$ cat config.mk
export PLATFORM = sky130hd
export DESIGN_NAME = empc_top
export DESIGN_NICKNAME = d
export VERILOG_FILES = /design/src/verilog/empc_pkg.sv /design/src/verilog/empc_sync_if.sv /design/src/verilog/empc_sync3.sv /design/src/verilog/empc_top.sv
export SDC_FILE = /design/constraint.sdc
export NUM_CORES = 1
export LEC_CHECK = 0
export BUFFER_PORTS_ARGS = -buffer_cell sky130_fd_sc_hd__buf_2
export CAP_MARGIN = 30
export CORE_MARGIN = 4
export CORE_UTILIZATION = 54
export DETAILED_ROUTE_END_ITERATION = 6
export PLACE_DENSITY = 0.9
export SLEW_MARGIN = 20
export SYNTH_ARGS = -nofsm -noshare
export SYNTH_HDL_FRONTEND = slang
export SYNTH_SLANG_ARGS = --single-unit
$ cat constraint.sdc
create_clock -name mclk_i -period 2.7 [get_ports mclk_i]
set_input_delay 0.135 -clock mclk_i [delete_from_list [all_inputs] [get_ports mclk_i]]
set_output_delay 0.135 -clock mclk_i [all_outputs]
set_load 0.05 [all_outputs]
$ cat src/verilog/empc_pkg.sv
// Constants and types for the emulation mode pin control block.
// Assumes a single core clock domain; no register bus.
package empc_pkg;

  // Strap decode
  typedef enum logic [1:0] {
    EMPC_MODE_NORMAL  = 2'b00,
    EMPC_MODE_ADAPTER = 2'b01,
    EMPC_MODE_PROBE   = 2'b10,
    EMPC_MODE_TEST    = 2'b11
  } empc_mode_type;

  // Reset one-shot stretch in ns, rounded up to cycles of the core clock
  localparam int unsigned EMPC_ONESHOT_NS     = 64;
  localparam int unsigned EMPC_CLK_PERIOD_NS  = 8;
  localparam int unsigned EMPC_ONESHOT_CYC    =
    (EMPC_ONESHOT_NS + EMPC_CLK_PERIOD_NS - 1) / EMPC_CLK_PERIOD_NS;

  // Count at which straps are taken: three sync stages plus the filter
  localparam int unsigned EMPC_CAPTURE_CYC    = 4;

  // Values after reset
  localparam logic        EMPC_RST_SER_DIV2   = 1'b0;
  localparam logic        EMPC_RST_ASYNC_TX_CH0_TRI   = 1'b0;
  localparam logic [1:0]  EMPC_RST_MODE       = 2'b00;
  // Status word: internal and peripheral resets held, all enables off
  localparam logic [16:0] EMPC_RST_STATUS     = 17'h18000;

  // Pin group bit positions within the direction/enable vector
  localparam int unsigned EMPC_PG_CLK   = 0;
  localparam int unsigned EMPC_PG_M1    = 1;
  localparam int unsigned EMPC_PG_MEM_REQUEST_N  = 2;
  localparam int unsigned EMPC_PG_IO_REQUEST_N  = 3;
  localparam int unsigned EMPC_PG_RD    = 4;
  localparam int unsigned EMPC_PG_WR    = 5;
  localparam int unsigned EMPC_PG_REFRESH_CYCLE_N  = 6;
  localparam int unsigned EMPC_PG_HALT  = 7;
  localparam int unsigned EMPC_PG_ST    = 8;
  localparam int unsigned EMPC_PG_BGNT  = 9;
  localparam int unsigned EMPC_PG_ADDR  = 10;
  localparam int unsigned EMPC_PG_NUM   = 11;

endpackage

$ cat src/verilog/empc_sync_if.sv
// Carrier between the top and its strap synchroniser.
// Assumes both ends run on the core clock.
`timescale 1ns/1ps
interface empc_sync_if;
  logic [1:0] raw;
  logic [1:0] stable;
  modport sync (input raw, output stable);
  modport user (output raw, input stable);
endinterface

$ cat src/verilog/empc_sync3.sv
// Three-stage synchroniser with agreement filter for pin levels.
// Assumes one clock, synchronous active-high reset and a clock enable.
`timescale 1ns/1ps
module empc_sync3
  import empc_pkg::*;
#(
  parameter int unsigned WIDTH = 2
) (
  // Clock and reset
  input  wire logic  mclk_i,
  input  wire logic  rst_i,
  input  wire logic  ce_i,
  // Data
  empc_sync_if.sync  sif
);

  logic [WIDTH-1:0] s1_ff, s2_ff, s3_ff, out_ff;
  logic [WIDTH-1:0] nxt_s1, nxt_s2, nxt_s3, nxt_out;

  // Stage one is read only by stage two; the filter uses stages two and three
  always_comb begin
    nxt_s1  = s1_ff;
    nxt_s2  = s2_ff;
    nxt_s3  = s3_ff;
    nxt_out = out_ff;
    if (ce_i) begin
      nxt_s1 = sif.raw;
      nxt_s2 = s1_ff;
      nxt_s3 = s2_ff;
      for (int i = 0; i < WIDTH; i++) begin
        if (s2_ff[i] == s3_ff[i]) begin
          nxt_out[i] = s3_ff[i];
        end
      end
    end
  end

  always_ff @(posedge mclk_i) begin
    if (rst_i) begin
      s1_ff  <= '0;
      s2_ff  <= '0;
      s3_ff  <= '0;
      out_ff <= '0;
    end else begin
      s1_ff  <= nxt_s1;
      s2_ff  <= nxt_s2;
      s3_ff  <= nxt_s3;
      out_ff <= nxt_out;
    end
  end

  assign sif.stable = out_ff;

endmodule

$ cat src/verilog/empc_top.sv
// Emulation mode pin control: mode decode, pin direction, power-down
// pin states, reset one-shot, oscillator disable, serial clock divider.
// Assumes the core reports sleep/halt and the pin mux selections as
// levels on the core clock; pad cells combine the enables.
// Function
// - decode straps: normal, adapter, probe, test
// - adapter: core signals off, peripherals keep running
// - adapter: core bus pins inputs, wait/ext_irq_zero_n outputs
// - adapter: no edge detect on irq one/two
// - probe mode: every output high impedance except the sleep/halt strobe and select force-high
// - reset clears configuration, boundaries, serial, ports
// - normal: one-shot stretches reset; adapter bypasses
// - oscillator off in adapter and probe modes
// - sleep/halt: selected memory strobes driven high
// - sleep/halt: rom and ram selects high
// - sleep/halt: read, write float; io select floats when selected
// - power-down: address and data float
// - host port emulation off in power-down
// - serial clock undivided after reset
// - async tx0 halt float only when enabled
`timescale 1ns/1ps
module empc_top
  import empc_pkg::*;
(
  // Clock, reset, enable
  input  wire logic              mclk_i,
  input  wire logic              rst_i,
  input  wire logic              ce_i,
  // Mode straps (pins)
  input  wire logic              mode_strap_low_i,
  input  wire logic              mode_strap_high_i,
  // Core state and configuration
  input  wire logic              core_power_down_i,
  input  wire logic              mrd_selected_i,
  input  wire logic              mwr_selected_i,
  input  wire logic              io_select_n_selected_i,
  input  wire logic              a18_selected_i,
  input  wire logic              ser_div2_wr_i,
  input  wire logic              ser_div2_val_i,
  input  wire logic              async_tx_ch0_tri_wr_i,
  input  wire logic              async_tx_ch0_tri_val_i,
  input  wire logic              irq12_edge_req_i,
  // Mode status
  output logic [1:0]             mode_o,
  output logic                   osc_disable_o,
  output logic                   int_reset_o,
  output logic                   periph_reset_o,
  output logic                   ser_clk_div2_o,
  output logic                   host_emul_en_o,
  output logic                   irq12_edge_en_o,
  // Core bus pin output enables, high while driving
  output logic [EMPC_PG_NUM-1:0] core_pin_oe_o,
  output logic                   wait_oe_o,
  output logic                   irq_zero_od_en_o,
  output logic                   data_oe_allow_o,
  output logic                   eclk_oe_o,
  output logic                   async_tx_ch0_oe_o,
  output logic                   async_tx_ch1_oe_o,
  output logic                   rts_ch0_oe_o,
  // Power-down forced states
  output logic                   mem_strobe_force_hi_o,
  output logic                   sel_force_hi_o,
  output logic                   io_select_oe_o,
  output logic                   rdwr_oe_o,
  output logic                   addr_oe_o,
  output logic                   a18_oe_o,
  output logic                   periph_out_oe_o
);

  empc_sync_if sif ();

  logic [1:0]             mode_ff, nxt_mode;
  logic                   cap_ff, nxt_cap;
  logic [7:0]             shot_ff, nxt_shot;
  logic                   div2_ff, nxt_div2;
  logic                   txtri_ff, nxt_txtri;
  logic                   pd_ff, nxt_pd;
  logic [EMPC_PG_NUM-1:0] oe_ff, nxt_oe;
  logic [16:0]            st_ff, nxt_st;

  // Straps are pins from outside the clock domain
  assign sif.raw = {mode_strap_high_i, mode_strap_low_i};

  empc_sync3 #(
    .WIDTH (2)
  ) u_sync (
    .mclk_i (mclk_i),
    .rst_i  (rst_i),
    .ce_i   (ce_i),
    .sif    (sif)
  );

  function automatic logic is_mode(input logic [1:0] m,
                                   input empc_mode_type t);
    is_mode = (m == t);
  endfunction

  // Strap capture, one-shot, control bits
  always_comb begin
    nxt_mode  = mode_ff;
    nxt_cap   = cap_ff;
    nxt_shot  = shot_ff;
    nxt_div2  = div2_ff;
    nxt_txtri = txtri_ff;
    nxt_pd    = core_power_down_i;
    if (!cap_ff) begin
      // Straps settle through three stages before they are trusted
      nxt_shot = shot_ff + 8'h01;
      if (shot_ff == 8'(EMPC_CAPTURE_CYC)) begin
        nxt_mode = sif.stable;
        nxt_cap  = 1'b1;
        nxt_shot = 8'h00;
      end
    end else if (is_mode(mode_ff, EMPC_MODE_NORMAL) &&
                 shot_ff < 8'(EMPC_ONESHOT_CYC)) begin
      nxt_shot = shot_ff + 8'h01;     // stretch internal reset
    end
    if (ser_div2_wr_i) begin
      nxt_div2 = ser_div2_val_i;
    end
    if (async_tx_ch0_tri_wr_i) begin
      nxt_txtri = async_tx_ch0_tri_val_i;
    end
  end

  always_ff @(posedge mclk_i) begin
    if (rst_i) begin
      mode_ff  <= EMPC_RST_MODE;
      cap_ff   <= 1'b0;
      shot_ff  <= 8'h00;
      div2_ff  <= EMPC_RST_SER_DIV2;  // undivided after reset
      txtri_ff <= EMPC_RST_ASYNC_TX_CH0_TRI;
      pd_ff    <= 1'b0;
    end else if (ce_i) begin
      mode_ff  <= nxt_mode;
      cap_ff   <= nxt_cap;
      shot_ff  <= nxt_shot;
      div2_ff  <= nxt_div2;
      txtri_ff <= nxt_txtri;
      pd_ff    <= nxt_pd;
    end
  end

  // Pin enable decode; test mode treated like probe as a safe choice
  always_comb begin
    logic norm;
    logic adpt;
    logic prb;
    norm = cap_ff && is_mode(mode_ff, EMPC_MODE_NORMAL);
    adpt = cap_ff && is_mode(mode_ff, EMPC_MODE_ADAPTER);
    prb  = !norm && !adpt;
    nxt_oe = {EMPC_PG_NUM{norm}};
    if (pd_ff) begin
      nxt_oe[EMPC_PG_RD]   = 1'b0;
      nxt_oe[EMPC_PG_WR]   = 1'b0;
      nxt_oe[EMPC_PG_ADDR] = 1'b0;
    end
    nxt_st = '0;
    // Oscillator stays on until the straps are known; a part strapped
    // normal may be clocked from it
    nxt_st[0]  = cap_ff && !norm;                // osc off
    nxt_st[1]  = adpt;                           // wait out
    nxt_st[2]  = adpt;                           // ext_irq_zero_n od
    nxt_st[3]  = !prb && !pd_ff;                 // data
    nxt_st[4]  = norm;                           // E clk
    nxt_st[5]  = norm && !(txtri_ff && pd_ff);
    nxt_st[6]  = norm;                           // tx1
    nxt_st[7]  = norm;                           // request_to_send_ch0
    nxt_st[8]  = pd_ff && (mrd_selected_i || mwr_selected_i);
    nxt_st[9]  = pd_ff;
    nxt_st[10] = !prb && !(pd_ff && io_select_n_selected_i);
    nxt_st[11] = norm && !pd_ff && a18_selected_i;
    nxt_st[12] = !prb;                           // peripherals
    nxt_st[13] = !prb && !pd_ff;                 // host port
    nxt_st[14] = norm && irq12_edge_req_i;
    nxt_st[15] = !(adpt || (norm && shot_ff >= 8'(EMPC_ONESHOT_CYC)));
    nxt_st[16] = !cap_ff;
  end

  always_ff @(posedge mclk_i) begin
    if (rst_i) begin
      oe_ff    <= '0;
      st_ff    <= EMPC_RST_STATUS; // both resets held
    end else if (ce_i) begin
      oe_ff    <= nxt_oe;
      st_ff    <= nxt_st;
    end
  end

  // Outputs come straight from flip-flops
  assign mode_o                = mode_ff;
  assign osc_disable_o         = st_ff[0];
  assign wait_oe_o             = st_ff[1];
  assign irq_zero_od_en_o      = st_ff[2];
  assign data_oe_allow_o       = st_ff[3];
  assign eclk_oe_o             = st_ff[4];
  assign async_tx_ch0_oe_o     = st_ff[5];
  assign async_tx_ch1_oe_o     = st_ff[6];
  assign rts_ch0_oe_o          = st_ff[7];
  assign mem_strobe_force_hi_o = st_ff[8];
  assign sel_force_hi_o        = st_ff[9];
  assign io_select_oe_o        = st_ff[10];
  assign a18_oe_o              = st_ff[11];
  assign periph_out_oe_o       = st_ff[12];
  assign host_emul_en_o        = st_ff[13];
  assign irq12_edge_en_o       = st_ff[14];
  assign int_reset_o           = st_ff[15];
  assign periph_reset_o        = st_ff[16];
  assign ser_clk_div2_o        = div2_ff;
  assign core_pin_oe_o         = oe_ff;
  assign rdwr_oe_o             = oe_ff[EMPC_PG_RD];
  assign addr_oe_o             = oe_ff[EMPC_PG_ADDR];

  // Assertions
  a_probe_all_off: assert property (
    @(posedge mclk_i) disable iff (rst_i)
    (ce_i && cap_ff && is_mode(mode_ff, EMPC_MODE_PROBE)) |=>
      (oe_ff == '0 && !st_ff[4] && !data_oe_allow_o &&
       !periph_out_oe_o && !io_select_oe_o && !a18_oe_o))
    else $error("probe mode left an output enabled");
  a_adapter_osc_off: assert property (
    @(posedge mclk_i) disable iff (rst_i)
    (ce_i && cap_ff && !is_mode(mode_ff, EMPC_MODE_NORMAL)) |=>
      osc_disable_o)
    else $error("oscillator running outside normal mode");
  a_adapter_core_in: assert property (
    @(posedge mclk_i) disable iff (rst_i)
    (ce_i && cap_ff && is_mode(mode_ff, EMPC_MODE_ADAPTER)) |=>
      (core_pin_oe_o == '0 && wait_oe_o && irq_zero_od_en_o))
    else $error("adapter pin directions wrong");
  a_adapter_tx_off: assert property (
    @(posedge mclk_i) disable iff (rst_i)
    (ce_i && is_mode(mode_ff, EMPC_MODE_ADAPTER)) |=>
      (!async_tx_ch0_oe_o && !async_tx_ch1_oe_o && !rts_ch0_oe_o &&
       !eclk_oe_o))
    else $error("adapter left transmit driving");
  a_edge_off: assert property (
    @(posedge mclk_i) disable iff (rst_i)
    (ce_i && is_mode(mode_ff, EMPC_MODE_ADAPTER)) |=> !irq12_edge_en_o)
    else $error("edge detect enabled in adapter mode");
  a_pd_sel_high: assert property (
    @(posedge mclk_i) disable iff (rst_i)
    (ce_i && core_power_down_i) ##1 ce_i |=>
      (sel_force_hi_o && !addr_oe_o && !rdwr_oe_o && !host_emul_en_o))
    else $error("power-down pin states wrong");
  a_div_reset: assert property (
    @(posedge mclk_i) rst_i |=> !ser_clk_div2_o)
    else $error("serial divider not undivided after reset");
  a_tx0_tri: assert property (
    @(posedge mclk_i) disable iff (rst_i)
    (ce_i && !txtri_ff && is_mode(mode_ff, EMPC_MODE_NORMAL) && cap_ff)
      |=> async_tx_ch0_oe_o)
    else $error("tx0 floated without enable");
  a_mode_hold: assert property (
    @(posedge mclk_i) disable iff (rst_i)
    cap_ff |=> $stable(mode_ff))
    else $error("captured mode changed");

  c_normal: cover property (@(posedge mclk_i)
    cap_ff && mode_ff == EMPC_MODE_NORMAL && !int_reset_o);
  c_adapter: cover property (@(posedge mclk_i)
    cap_ff && mode_ff == EMPC_MODE_ADAPTER);
  c_probe: cover property (@(posedge mclk_i)
    cap_ff && mode_ff == EMPC_MODE_PROBE);
  c_pd: cover property (@(posedge mclk_i) sel_force_hi_o && mode_ff == 2'h0);

endmodule

==> impl_metrics.env <==
export IMPL_clock_sinks=36
export IMPL_clk_latency_ns=0.34
export IMPL_cts_tree="built"
export IMPL_layout_drive_gt1_share_pct=28.4
export IMPL_dpl_hpwl_um=2090
export IMPL_cp_cell_sequence="or4_4 -> o22a_4 -> or4_1 -> a21oi_1"
export IMPL_h_tree_depth=2
export IMPL_critPathMaxStageDelay_ns=0.57
export IMPL_vias=1280
export IMPL_power_density_nw_per_um2=597
export IMPL_worst_clock_skew_ns=0.00975
export IMPL_place_area_sq_um=1700
export IMPL_setup_viol=0
export IMPL_gr_total_overflow=0
export IMPL_synth_area_leaders="dfxtp_1, mux2i_1, buf_4, nor2_1, a21oi_1"
export IMPL_slowest_stage="or4_4"
export IMPL_cp_buffers_inverters=0
export IMPL_fin_crit_ns=1.94
export IMPL_tns_ns=0
export IMPL_synth_area_per_cell_sq_um=8.91
export IMPL_yosysTopAreaCell="dfxtp_1"
export IMPL_clockRootBuffer="clkbuf_4"
export IMPL_hold_viol=0
export IMPL_peakVddDrop_mv=0.625
export IMPL_drv_slew=0
export IMPL_area_delta_synth_final_pct=14.3
export IMPL_async_flop_share_pct=0
export IMPL_cts_buffer_depth=2
export IMPL_synth_top_area_share_pct=46.0
export IMPL_synth_distinct_cells=34
export IMPL_syn_inst=176
export IMPL_yosysMostFrequentCell="dfxtp_1"
export IMPL_syn_nets=193
export IMPL_maxCapViolCount=0
export IMPL_firstDrtPassIters=4
export IMPL_rows=19
export IMPL_status="finished clean"
export IMPL_drc=0
export IMPL_slew_limit_headroom_pct=61.3
export IMPL_chipWidth_um=61.9
export IMPL_arrival_ns=2.20
export IMPL_synth_warnings=0
export IMPL_critPathKind="flop to flop"
export IMPL_cts_hold_buffers=0
export IMPL_post_drt_wl_per_cell_um=12.0
export IMPL_ant_nets=0
export IMPL_crit_path_max_fanout=8
export IMPL_viasPerCell=5.36
export IMPL_p_leak_nw=0.823
export IMPL_fin_nets=224
export IMPL_syn_area_sq_um=1570
export IMPL_ys_top_cells_by_count="dfxtp_1, nor2_1, buf_4"
export IMPL_grt_max_degree=30
export IMPL_timing_fmax_mhz=516
export IMPL_holdCritPathClass="input pin to flop"
export IMPL_path_delay_family="simple AND/OR/NAND/NOR gates"
export IMPL_fp_dieH_um=61.9
export IMPL_post_cts_buffers=0
export IMPL_finalCritPeriodShare_pct=71.8
export IMPL_postLayoutCellArea_sq_um=1790
export IMPL_routabilityCongestion=0.840
export IMPL_path_clk_slew_ns=0.10
export IMPL_die_area_sq_um=3830
export IMPL_synth_edf_count=0
export IMPL_ys_ff_latch=36
export IMPL_wl_um=2880
export IMPL_floorplan_initialDensity_pct=56.9
export IMPL_grt_util_all_layers_pct=16.2
export IMPL_cts_buffers=5
export IMPL_rsz0062_at_grt="false"
export IMPL_crit_path_end_kind="flop"
export IMPL_grt_pass1_vias=1050
export IMPL_drtIter0Drc=56
export IMPL_antenna_found_initial=0
export IMPL_core_sq_um=2760
export IMPL_seq_area_frac_synth_pct=46.0
export IMPL_total_power_mw=1.07
export IMPL_synth_ff_type="dfxtp_1"
export IMPL_num_io_pins=48
export IMPL_io_buffers=47
export IMPL_worst_pin_slew_ns=0.576
export IMPL_grt_pass1_wl_um=4480
export IMPL_ctsResizeCount=0
export IMPL_start_kind="flop"
export IMPL_cp_required_ns=2.96
export IMPL_antennaDiodeCount=0
==> worst paths after layout <==
kind                          start  slack [ns]         endpoint  depth (start not counted)
setup reg to reg         shot_ff[6]        0.76       shot_ff[7]                          4
hold reg to reg      ser_clk_div2_o        0.46   ser_clk_div2_o                          2
hold / removal    mode_strap_high_i        0.03  u_sync.s1_ff[1]                          3
setup / recovery         shot_ff[6]        0.76       shot_ff[7]                          4
==> tightest hold or removal path, delay by kind of cell <==
| kind | cells | cell delay (ns) |
|---|---|---|
| buffers and inverters | 1 | 0.07 |
| and+or+nand+nor | 1 | 0.07 |
| muxes | 1 | 0.05 |
==> registers in the layout, summed over array words and instances (netlist names) <==
register and flops:
cap_ff 1, core_pin_oe_o 2, mode_o 2, pd_ff 1
ser_clk_div2_o 1, shot_ff 8, st_ff 12, txtri_ff 1
u_sync.s1_ff 2, u_sync.s2_ff 2, u_sync.s3_ff 2, u_sync.sif.stable 2
==> power by group <==
group          internal, mW  total, mW  switching, mW
Combinational        0.0351     0.0970         0.0619
Clock                 0.246      0.414          0.168
Sequential            0.545      0.558         0.0138
==> cell usage in the layout (no fill, tap or decap) <==
cell,instances
buf_2,47
dfxtp_1,36
nor2_1,25
a21oi_1,13
mux2i_1,13
nand2_1,10
inv_1,7
nor3_1,6
nand3_1,6
o21ai_0,5
clkbuf_4,5
xnor2_1,4
a22oi_1,3
o211ai_1,2
or3_1,2
nand2b_1,2
a21o_1,2
ha_1,2
clkbuf_8,2
nand3b_1,1
or4_4,1
nor4_1,1
or2_2,1
or4b_1,1
o22a_4,1
a31oi_1,1
nand4_1,1
o31ai_1,1
or4_1,1
a211o_1,1
nor2b_1,1
o311ai_0,1
a32oi_1,1
bufinv_16,1
buf_4,1
==> metal layers <==
| metal | vias to the layer above | part of all wire (%) | track usage, % |
|---|---|---|---|
| met5 | - | 0 | 0 |
| met4 | 0 | 1.7 | 6.06 |
| met3 | 5 | 8.4 | 6.82 |
| met2 | 48 | 46 | 26.3 |
| met1 | 577 | 43 | 19.0 |
| li1 | 650 | - | - |
==> through the flow <==
stage / util, % / instances / setup slack [ns] / hold WS (ns)
after floorplan: - / 176 / 0.713 / 0.279
after global placement: 61.5 / 231 / 0.882 / 0.369
after detailed placement: 61.5 / 231 / 0.829 / 0.379
after CTS: 65.0 / 239 / 0.761 / 0.0188
after global routing: 65.0 / 239 / 0.711 / 0.0141
final: 65.0 / 239 / 0.762 / 0.0289
==> logic make-up (layout without fill, tap and decap cells) <==
| logic type | after synthesis | in the layout | share of synthesized area, % |
|---|---|---|---|
| DFF | 36 | 36 | 46.0 |
| adders and majority gates | 2 | 2 | 1.60 |
| buffers and inverters | 31 | 63 | 11.4 |
| AOI/OAI and AO/OA | 31 | 31 | 12.8 |
| and+or+nand+nor | 59 | 59 | 17.7 |
| muxes | 13 | 13 | 8.30 |
| xor gates and xnor gates | 4 | 4 | 2.23 |
==> area by class of cell <==
cell class | count | area (sq um)
fillers | 240 | 966
flip-flops and latches | 36 | 721
multi-input cells | 109 | 668
repair buffers | 48 | 243
clock buffers | 7 | 65.1
well taps | 31 | 38.8
clock inverters | 1 | 30.0
inverters | 7 | 26.3
Power figures use the tool's default switching activity.
